===== src/rtl/tfd_cfg.svh =====
/*
 * task-file decoder constants: bit positions, register addresses and reset values.
 * assumes it is included by bare name from the package and the design modules.
 */
`ifndef TFD_CFG_SVH
`define TFD_CFG_SVH

// ------------------------------------------------------------
// register addresses on da[2:0]
// ------------------------------------------------------------
`define TFD_DA_DATA     3'h0
`define TFD_DA_FEAT     3'h1
`define TFD_DA_SCNT     3'h2
`define TFD_DA_SNUM     3'h3
`define TFD_DA_CYLL     3'h4
`define TFD_DA_CYLH     3'h5
`define TFD_DA_DEVH     3'h6
`define TFD_DA_CMD      3'h7
`define TFD_DA_DCTL     3'h6

// ------------------------------------------------------------
// field positions
// ------------------------------------------------------------
`define TFD_ST_BSY      7
`define TFD_ST_DRQ      3
`define TFD_DH_DEV      4
`define TFD_DC_NIEN     1
`define TFD_DC_SRST     2

// ------------------------------------------------------------
// reset values
// ------------------------------------------------------------
`define TFD_RST_REG     8'h00
`define TFD_RST_WORD    16'h0000

`endif


===== src/rtl/tfd_pkg.sv =====
/*
 * task-file decoder types: host pin bundle, register selector, shadow register set.
 * assumes tfd_cfg.svh is on the include path.
 */
package tfd_pkg;
    `include "tfd_cfg.svh"

    // ------------------------------------------------------------
    // host pin bundle, all active-low strobes and selects
    // ------------------------------------------------------------
    typedef struct packed {
        logic       cs0_n;
        logic       cs1_n;
        logic [2:0] da;
        logic       dior_n;
        logic       diow_n;
        logic       dmack_n;
    } tfd_host_t;

    // ------------------------------------------------------------
    // decoded register target
    // ------------------------------------------------------------
    typedef enum logic [3:0] {
        TFD_R_NONE = 4'b0000,
        TFD_R_DATA = 4'b0001,
        TFD_R_FEAT = 4'b0010,
        TFD_R_SCNT = 4'b0011,
        TFD_R_SNUM = 4'b0100,
        TFD_R_CYLL = 4'b0101,
        TFD_R_CYLH = 4'b0110,
        TFD_R_DEVH = 4'b0111,
        TFD_R_CMD  = 4'b1000,
        TFD_R_DCTL = 4'b1001
    } tfd_reg_t;

    // ------------------------------------------------------------
    // command block shadow registers
    // ------------------------------------------------------------
    typedef struct packed {
        logic [7:0] features;
        logic [7:0] sector_count;
        logic [7:0] sector_number;
        logic [7:0] cyl_low;
        logic [7:0] cyl_high;
        logic [7:0] dev_head;
        logic [7:0] command;
    } tfd_shadow_t;
endpackage : tfd_pkg


===== src/rtl/tfd_strobe_edge.sv =====
/*
 * registers the host pins and data bus one cycle and flags the trailing
 * edge of each read and write strobe.
 * assumes host pins are already synchronous to core_clk.
 */
`timescale 1ns/10ps
`include "tfd_cfg.svh"
module tfd_strobe_edge
    import tfd_pkg::*;
(
    input  wire logic        core_clk,
    input  wire logic        arst_n,
    input  wire tfd_host_t   host,
    input  wire logic [15:0] dd_in,
    output tfd_host_t        host_q,
    output logic [15:0]      dd_q,
    output logic             wr_end,
    output logic             rd_end
);
    always_ff @(posedge core_clk or negedge arst_n) begin
        if (!arst_n) begin
            host_q <= '{cs0_n: 1'b1, cs1_n: 1'b1, da: 3'h0, dior_n: 1'b1, diow_n: 1'b1, dmack_n: 1'b1};
            dd_q   <= `TFD_RST_WORD;
        end else begin
            host_q <= host;
            dd_q   <= dd_in;
        end
    end

    // previous cycle held the strobe, this one has released it
    assign wr_end = !host_q.diow_n && host.diow_n;
    assign rd_end = !host_q.dior_n && host.dior_n;
endmodule : tfd_strobe_edge


===== src/rtl/tfd_task_file.sv =====
/*
 * task-file register decode of a parallel storage device, pio cycles with
 * dmack_n negated: shadow registers, status substitution, pending interrupt.
 * assumes host pins synchronous to core_clk; status and error come from the
 * device core, which also raises irq_set when a command completes.
 */
// Our own choices: the address map and strobed register access.
`timescale 1ns/10ps
`include "tfd_cfg.svh"
// Contract
// features loads when idle and no drq
// shadow register write with drq is refused
// host never writes registers while busy
// features address read returns error
// busy read returns status instead
// sector count loads when idle
// sector count read returns value
// sector number loads and reads back
// cylinder low loads and reads back
// cylinder high loads and reads back
// device/head loads, selection follows dev bit
// device/head read returns value
// command write starts command, clears pending
// busy command write only clears pending
// command address read gives status, clears pending
// both chip selects asserted are ignored
// respond only when dev bit matches
// control write loads nien and srst
// control read gives status, pending kept
// data address with drq moves words
// drive bus only during decoded read
module tfd_task_file
    import tfd_pkg::*;
#(
    parameter bit SUPPORT_DEVICE_RESET = 1'b1
)
(
    input  wire logic        core_clk,
    input  wire logic        arst_n,
    input  wire tfd_host_t   host,
    input  wire logic [15:0] dd_in,
    output logic [15:0]      dd_out,
    output logic             dd_oe,
    input  wire logic        dev_num,
    input  wire logic [7:0]  status_in,
    input  wire logic [7:0]  error_in,
    input  wire logic        irq_set,
    input  wire logic [15:0] pio_rd_word,
    output tfd_shadow_t      shadow,
    output logic             cmd_start,
    output logic             dev_selected,
    output logic             nien,
    output logic             srst,
    output logic             irq_pending,
    output logic             intrq,
    output logic             pio_wr_stb,
    output logic [15:0]      pio_wr_word,
    output logic             pio_rd_stb,
    output logic             host_fault
);
    // ------------------------------------------------------------
    // decode
    // ------------------------------------------------------------
    function automatic tfd_reg_t decode(input tfd_host_t h);
        tfd_reg_t r;
        r = TFD_R_NONE;
        if (!h.dmack_n || (h.cs0_n == h.cs1_n)) begin
            r = TFD_R_NONE;
        end else if (!h.cs0_n) begin
            case (h.da)
                `TFD_DA_DATA: r = TFD_R_DATA;
                `TFD_DA_FEAT: r = TFD_R_FEAT;
                `TFD_DA_SCNT: r = TFD_R_SCNT;
                `TFD_DA_SNUM: r = TFD_R_SNUM;
                `TFD_DA_CYLL: r = TFD_R_CYLL;
                `TFD_DA_CYLH: r = TFD_R_CYLH;
                `TFD_DA_DEVH: r = TFD_R_DEVH;
                `TFD_DA_CMD:  r = TFD_R_CMD;
                default:      r = TFD_R_NONE;
            endcase
        end else if (h.da == `TFD_DA_DCTL) begin
            r = TFD_R_DCTL;
        end
        return r;
    endfunction : decode

    tfd_host_t   host_q;
    logic [15:0] dd_q;
    logic        wr_end;
    logic        rd_end;
    tfd_reg_t    wr_sel;
    tfd_reg_t    rd_sel;
    tfd_reg_t    rd_end_sel;
    logic        bsy;
    logic        drq;
    logic        shadow_sel;
    logic        wr_ok;
    logic        rd_live;
    logic [7:0]  devctl_reg;
    logic        pend_clr;
    logic [15:0] rd_next;

    tfd_strobe_edge u_edge (
        .core_clk (core_clk),
        .arst_n   (arst_n),
        .host     (host),
        .dd_in    (dd_in),
        .host_q   (host_q),
        .dd_q     (dd_q),
        .wr_end   (wr_end),
        .rd_end   (rd_end)
    );

    assign bsy          = status_in[`TFD_ST_BSY];
    assign drq          = status_in[`TFD_ST_DRQ];
    assign wr_sel       = wr_end ? decode(host_q) : TFD_R_NONE;
    assign rd_end_sel   = rd_end ? decode(host_q) : TFD_R_NONE;
    assign rd_sel       = host.dior_n ? TFD_R_NONE : decode(host);
    assign dev_selected = shadow.dev_head[`TFD_DH_DEV] == dev_num;
    assign shadow_sel   = (wr_sel >= TFD_R_FEAT) && (wr_sel <= TFD_R_DEVH);
    assign wr_ok        = !bsy && !drq;
    assign nien         = devctl_reg[`TFD_DC_NIEN];
    assign srst         = devctl_reg[`TFD_DC_SRST];
    assign intrq        = irq_pending && !nien && dev_selected;

    // ------------------------------------------------------------
    // shadow register writes
    // ------------------------------------------------------------
    // the shadow registers other than command are shared by both devices on the cable, so they load even
    // when this device is not selected; that is how the dev bit can change
    always_ff @(posedge core_clk or negedge arst_n) begin
        if (!arst_n) begin
            shadow <= '{default: `TFD_RST_REG};
        end else if (shadow_sel && wr_ok) begin
            case (wr_sel)
                TFD_R_FEAT: shadow.features      <= dd_q[7:0];
                TFD_R_SCNT: shadow.sector_count  <= dd_q[7:0];
                TFD_R_SNUM: shadow.sector_number <= dd_q[7:0];
                TFD_R_CYLL: shadow.cyl_low       <= dd_q[7:0];
                TFD_R_CYLH: shadow.cyl_high      <= dd_q[7:0];
                TFD_R_DEVH: shadow.dev_head      <= dd_q[7:0];
                default:    shadow.features      <= shadow.features;
            endcase
        end else if (wr_sel == TFD_R_CMD && wr_ok && dev_selected) begin
            shadow.command <= dd_q[7:0];
        end
    end

    // writes made while busy are left without effect, except device control and the pending clear of a command write (host must not do it)  R03
    always_ff @(posedge core_clk or negedge arst_n) begin
        if (!arst_n) begin
            host_fault <= 1'b0;
        end else begin
            host_fault <= shadow_sel && !bsy && drq && dev_selected;
        end
    end

    // ------------------------------------------------------------
    // command start and device control
    // ------------------------------------------------------------
    always_ff @(posedge core_clk or negedge arst_n) begin
        if (!arst_n) begin
            cmd_start <= 1'b0;
        end else begin
            cmd_start <= wr_sel == TFD_R_CMD && wr_ok && dev_selected;
        end
    end

    always_ff @(posedge core_clk or negedge arst_n) begin
        if (!arst_n) begin
            devctl_reg <= `TFD_RST_REG;
        end else if (wr_sel == TFD_R_DCTL) begin
            devctl_reg <= dd_q[7:0];
        end
    end

    // ------------------------------------------------------------
    // interrupt pending state, a new event wins over a clear
    // ------------------------------------------------------------
    always_comb begin
        pend_clr = 1'b0;
        if (dev_selected) begin
            if (wr_sel == TFD_R_CMD && (wr_ok || SUPPORT_DEVICE_RESET)) begin
                pend_clr = 1'b1;
            end
            if (rd_end_sel == TFD_R_CMD) begin
                pend_clr = 1'b1;
            end
        end
    end

    always_ff @(posedge core_clk or negedge arst_n) begin
        if (!arst_n) begin
            irq_pending <= 1'b0;
        end else if (irq_set) begin
            irq_pending <= 1'b1;
        end else if (pend_clr) begin
            irq_pending <= 1'b0;
        end
    end

    // ------------------------------------------------------------
    // pio data port
    // ------------------------------------------------------------
    always_ff @(posedge core_clk or negedge arst_n) begin
        if (!arst_n) begin
            pio_wr_stb  <= 1'b0;
            pio_wr_word <= `TFD_RST_WORD;
            pio_rd_stb  <= 1'b0;
        end else begin
            pio_wr_stb <= wr_sel == TFD_R_DATA && !bsy && drq && dev_selected;
            pio_rd_stb <= rd_end_sel == TFD_R_DATA && !bsy && drq && dev_selected;
            if (wr_sel == TFD_R_DATA && !bsy && drq && dev_selected) begin
                pio_wr_word <= dd_q;
            end
        end
    end

    // ------------------------------------------------------------
    // read data path
    // ------------------------------------------------------------
    always_comb begin
        rd_live = dev_selected && rd_sel != TFD_R_NONE;
        rd_next = {8'h00, status_in};
        case (rd_sel)
            TFD_R_DATA: begin
                rd_live = rd_live && !bsy && drq;
                rd_next = pio_rd_word;
            end
            TFD_R_FEAT: rd_next = bsy ? {8'h00, status_in} : {8'h00, error_in};
            TFD_R_SCNT: rd_next = bsy ? {8'h00, status_in} : {8'h00, shadow.sector_count};
            TFD_R_SNUM: rd_next = bsy ? {8'h00, status_in} : {8'h00, shadow.sector_number};
            TFD_R_CYLL: rd_next = bsy ? {8'h00, status_in} : {8'h00, shadow.cyl_low};
            TFD_R_CYLH: rd_next = bsy ? {8'h00, status_in} : {8'h00, shadow.cyl_high};
            TFD_R_DEVH: rd_next = bsy ? {8'h00, status_in} : {8'h00, shadow.dev_head};
            TFD_R_CMD:  rd_next = {8'h00, status_in};
            TFD_R_DCTL: rd_next = {8'h00, status_in};
            default:    rd_next = {8'h00, status_in};
        endcase
    end

    always_ff @(posedge core_clk or negedge arst_n) begin
        if (!arst_n) begin
            dd_oe  <= 1'b0;
            dd_out <= `TFD_RST_WORD;
        end else begin
            dd_oe  <= rd_live;
            dd_out <= rd_live ? rd_next : `TFD_RST_WORD;
        end
    end
endmodule : tfd_task_file


===== config.mk =====
export PLATFORM = sky130hd
export DESIGN_NAME = tfd_task_file
export DESIGN_NICKNAME = d
export VERILOG_FILES = /design/src/rtl/tfd_pkg.sv /design/src/rtl/tfd_strobe_edge.sv /design/src/rtl/tfd_task_file.sv
export VERILOG_INCLUDE_DIRS = /design/src /design/src/rtl
export SDC_FILE = /design/constraint.sdc
export NUM_CORES = 1
export LEC_CHECK = 0
export BUFFER_PORTS_ARGS = -buffer_cell sky130_fd_sc_hd__buf_2
export CORE_ASPECT_RATIO = 1.1
export CORE_MARGIN = 1
export CORE_UTILIZATION = 30
export CTS_CLUSTER_SIZE = 10
export DETAILED_ROUTE_END_ITERATION = 8
export PLACE_DENSITY = 0.58
export SYNTH_ARGS = -nofsm -noshare
export SYNTH_HDL_FRONTEND = slang
export SYNTH_SLANG_ARGS = --single-unit

===== constraint.sdc =====
create_clock -name core_clk -period 1.9 [get_ports core_clk]
set_input_delay 0 -clock core_clk [delete_from_list [all_inputs] [get_ports core_clk]]
set_output_delay 0 -clock core_clk [all_outputs]
set_load 0.005 [all_outputs]

==> out/metrics.csv <==
stage,metric,value,unit
run_status,status,finished with violations,
run_status,violations,negative setup slack,
timing,holdWs,0.02714,ns
floorplanning,dieArea,0.01827,sq mm
layout,final_cell_area,0.008325,sq mm
placement,gp_congestion,0.9476,
route,vias_per_cell,4.862,
layout,largest-register,shadow,
clock_network,clockBufferDepth,2,
global_routing,grt_max_degree,32,
synthesis,synth_top_area_share,54.10,%
global_routing,grt_first_pass_wirelength,27720,um
power,power.total,6.639,mW
timing,setup_viol,72,
timing,grt_setup_unrepaired,true,
worst_setup_path,cp-startpoint,u_edge.host_q[3],
clock_network,root_buffer,clkbuf_16,
worst_setup_path,end_kind,flop,
power,pwr_density_cell,797.4,mW/mm^2
placement,io_buffers,157,
timing,fin_crit,2.185,ns
clock_network,cts_sinks,120,
floorplanning,num_rows,50,
floorplanning,die_y,141.7,um
timing,max_clock_freq,457.7,MHz
layout,largest_register_ffs,56,
synthesis,avgSynthCellArea,13.36,sq um
route,routed_wl,17980,um
worst_setup_path,reg2reg_from,u_edge.host_q[3],
timing,relSlewSlack,63.80,%
layout,multi_input_area,0.002501,sq mm
power,vdd_drop_max,621.9,uV
clock_network,cts_made_buffers,17,
timing,slew_viol_final,0,
route,topRoutingLayerUsed,met4,
route,final_antenna_net_count,0,
placement,dp.cells,849,
route,met1_length,7783,um
timing,tightest_slew,0.5429,ns
floorplanning,fp.coreArea,0.01720,sq mm
route,drtIter0Drc,217,
worst_setup_path,start_kind,flop,
placement,placed_cell_area,0.007029,sq mm
timing,fin_tns_setup,-13.12,ns
global_routing,grt_pass1_vias,4817,
power,leakage,4.281,nW
route,first_pass_iters,5,
worst_setup_path,path_max_fanout,9,
worst_setup_path,cp.required,2.21,ns
route,drcViolationCount,0,
synthesis,synth_flop_cell,dfrtp_1,
synthesis,synth_area_leaders,"dfrtp_1 54%, mux2_2 15%, dfstp_2 2.5%, mux2_4 2.3%, ha_1 1.4%",
synthesis,async_reset_ff_share,100.0,%
synthesis,synthCells,398,
layout,finalCoreUtilization,48.39,%
worst_hold_path,min_from,pio_rd_word[3],
power,p_int,4.975,mW
synthesis,synth_nets,464,
timing,finClkSkew,0.007744,ns
floorplanning,ios,158,
worst_setup_path,critical_path_arrival,2.49,ns
clock_network,cts_tree,yes,
layout,fillCellCount,1588,
floorplanning,die_x,129.0,um
power,clkPwrFrac,48.9,%
placement,hpwl,12910,um
layout,syn_to_final_growth,56.53,%
global_routing,gr-total-overflow,0,
power,comb_power_share,10.0,%
timing,fin_crit_sh,115.0,%
global_routing,antenna_found_initial,0,
route,met2WireLength,8997,um
layout,diodes,0,
route,met3WireLength,940,um
timing,fin_ws,-0.2846,ns
layout,regArea,0.003009,sq mm
floorplanning,start_util,30.92,%
clock_network,insertion_delay,0.43,ns
synthesis,ys_warn_count,0,
layout,final_layout_size_suffix_gt1_share,56.94,%
power,netSwitchingPower,1.663,mW
layout,layoutNonFillerInstCount,926,
route,num_vias,4502,
synthesis,synth_area_leader_cell,dfrtp_1,
placement,pre_cts_ws,-0.2759,ns
synthesis,ys_seq_elements,120,
power,seq_power_share,41.0,%
power,switching_share,25.06,%
clock_network,clk_pin_slew,0.06,ns
worst_setup_path,critPathKind,reg -> reg,
synthesis,synth.yosys.seq_area_share,56.57,%
synthesis,synth_cell_type_count,64,
clock_network,htree_num_levels,4,
flow_run,cap_violations,0,
layout,nets,745,
timing,hold_violations,0,
synthesis,syn_area,0.005319,sq mm
global_routing,grt.total_usage,20.48,%
route,post_drt_wl_per_cell,19.41,um
worst_hold_path,hold_class,in -> reg,
synthesis,synth-edff-count,0,
==> per-layer routing <==
metal  global-route usage (%)  vias to the layer above
met5                        0                        -
met4                    7.121                        0
met3                    4.902                       24
met2                    34.40                      170
met1                    25.65                     2266
li1                         -                     2042
==> repair_timing <==
item / 4_1_cts / 5_1_grt
gates resized for setup: 47 / 19
hold buffers: 43 / 0
setup endpoints to repair: 73 / 83
gates cloned: 1 / 0
hold endpoints to repair: 157 / 0
pin swaps: 8 / 5
buffers inserted: 2 / 1
==> cell usage after synthesis, types with 6 or more instances <==
cell type  count
a21o_1         8
nand2b_1       8
dfrtp_1      115
ha_1           6
nand2_1       18
nor2_1        16
buf_2          7
inv_1          8
a22oi_1        9
mux2_4         8
mux2_2        73
and2_1         9
o21ai_0        7
a21oi_1        9
nor3_1         8
==> cell type report <==
cell class,instances,area share [%]
timing repair buffer,274,22.86
inverter,8,0.3607
tap,234,3.517
sequential,120,36.14
clock inverter,13,1.758
multi-input combinational,258,30.04
clock buffer,19,5.320
==> layout by cell type (no fill, tap or decap), types with 5 or more instances in the layout <==
| cell type | n |
|---|---|
| dfstp_2 | 5 |
| nor2_2 | 6 |
| nand3_1 | 5 |
| a21o_1 | 7 |
| nor2_1 | 10 |
| clkbuf_16 | 17 |
| a32o_1 | 5 |
| dfrtp_1 | 115 |
| inv_1 | 8 |
| buf_4 | 65 |
| nand2_1 | 15 |
| a21oi_1 | 8 |
| buf_12 | 8 |
| o21ai_0 | 7 |
| dlygate4sd3_1 | 43 |
| nor3_1 | 8 |
| mux2_2 | 33 |
| and2_1 | 9 |
| buf_2 | 156 |
| a22oi_1 | 9 |
| nand2b_1 | 7 |
| mux2_4 | 48 |
| nand4_1 | 5 |
==> path summary, 6_finish.rpt <==
path	cells past startpoint	slack, ns	to
min in group asynchronous	2	0.07	shadow[46]
max in group asynchronous	3	1.21	shadow[45]
min	3	0.03	dd_out[3]
max reg2reg	7	-0.28	shadow[0]
min reg2reg	1	0.47	pio_wr_word[8]
max	7	-0.28	shadow[0]
==> power groups by stage <==
stage / Combinational (mW) / Clock (mW) / Sequential, mW
global placement: 0.550 / 0 / 2.76
CTS: 0.659 / 3.31 / 2.72
finish: 0.665 / 3.25 / 2.72
floorplan: 0.202 / 0 / 2.75
detailed placement: 0.555 / 0 / 2.77
global route: 0.720 / 3.40 / 2.74
==> cell families (layout without fill, tap and decap cells) <==
family,Yosys count,in the layout,synth area share [%]
XOR/XNOR,2,2,0.4706
AO/OA/AOI/OAI,69,69,10.52
adder cells (fa/ha/maj),6,6,1.411
buffers and inverters,20,314,1.788
flip-flops,120,120,56.57
AND/OR/NAND/NOR,100,100,11.53
multiplexers,81,81,17.71
==> worst max-delay path, cell delays in order, from the launching register on <==
cell	delay (ns)
dfrtp_1	0.40
inv_1	0.07
ha_2	0.18
nand3b_4	0.10
a21oi_4	0.22
nand4_1	0.17
or4_4	0.58
mux2_4	0.34
No activity file was read; power rests on OpenSTA's default activity.
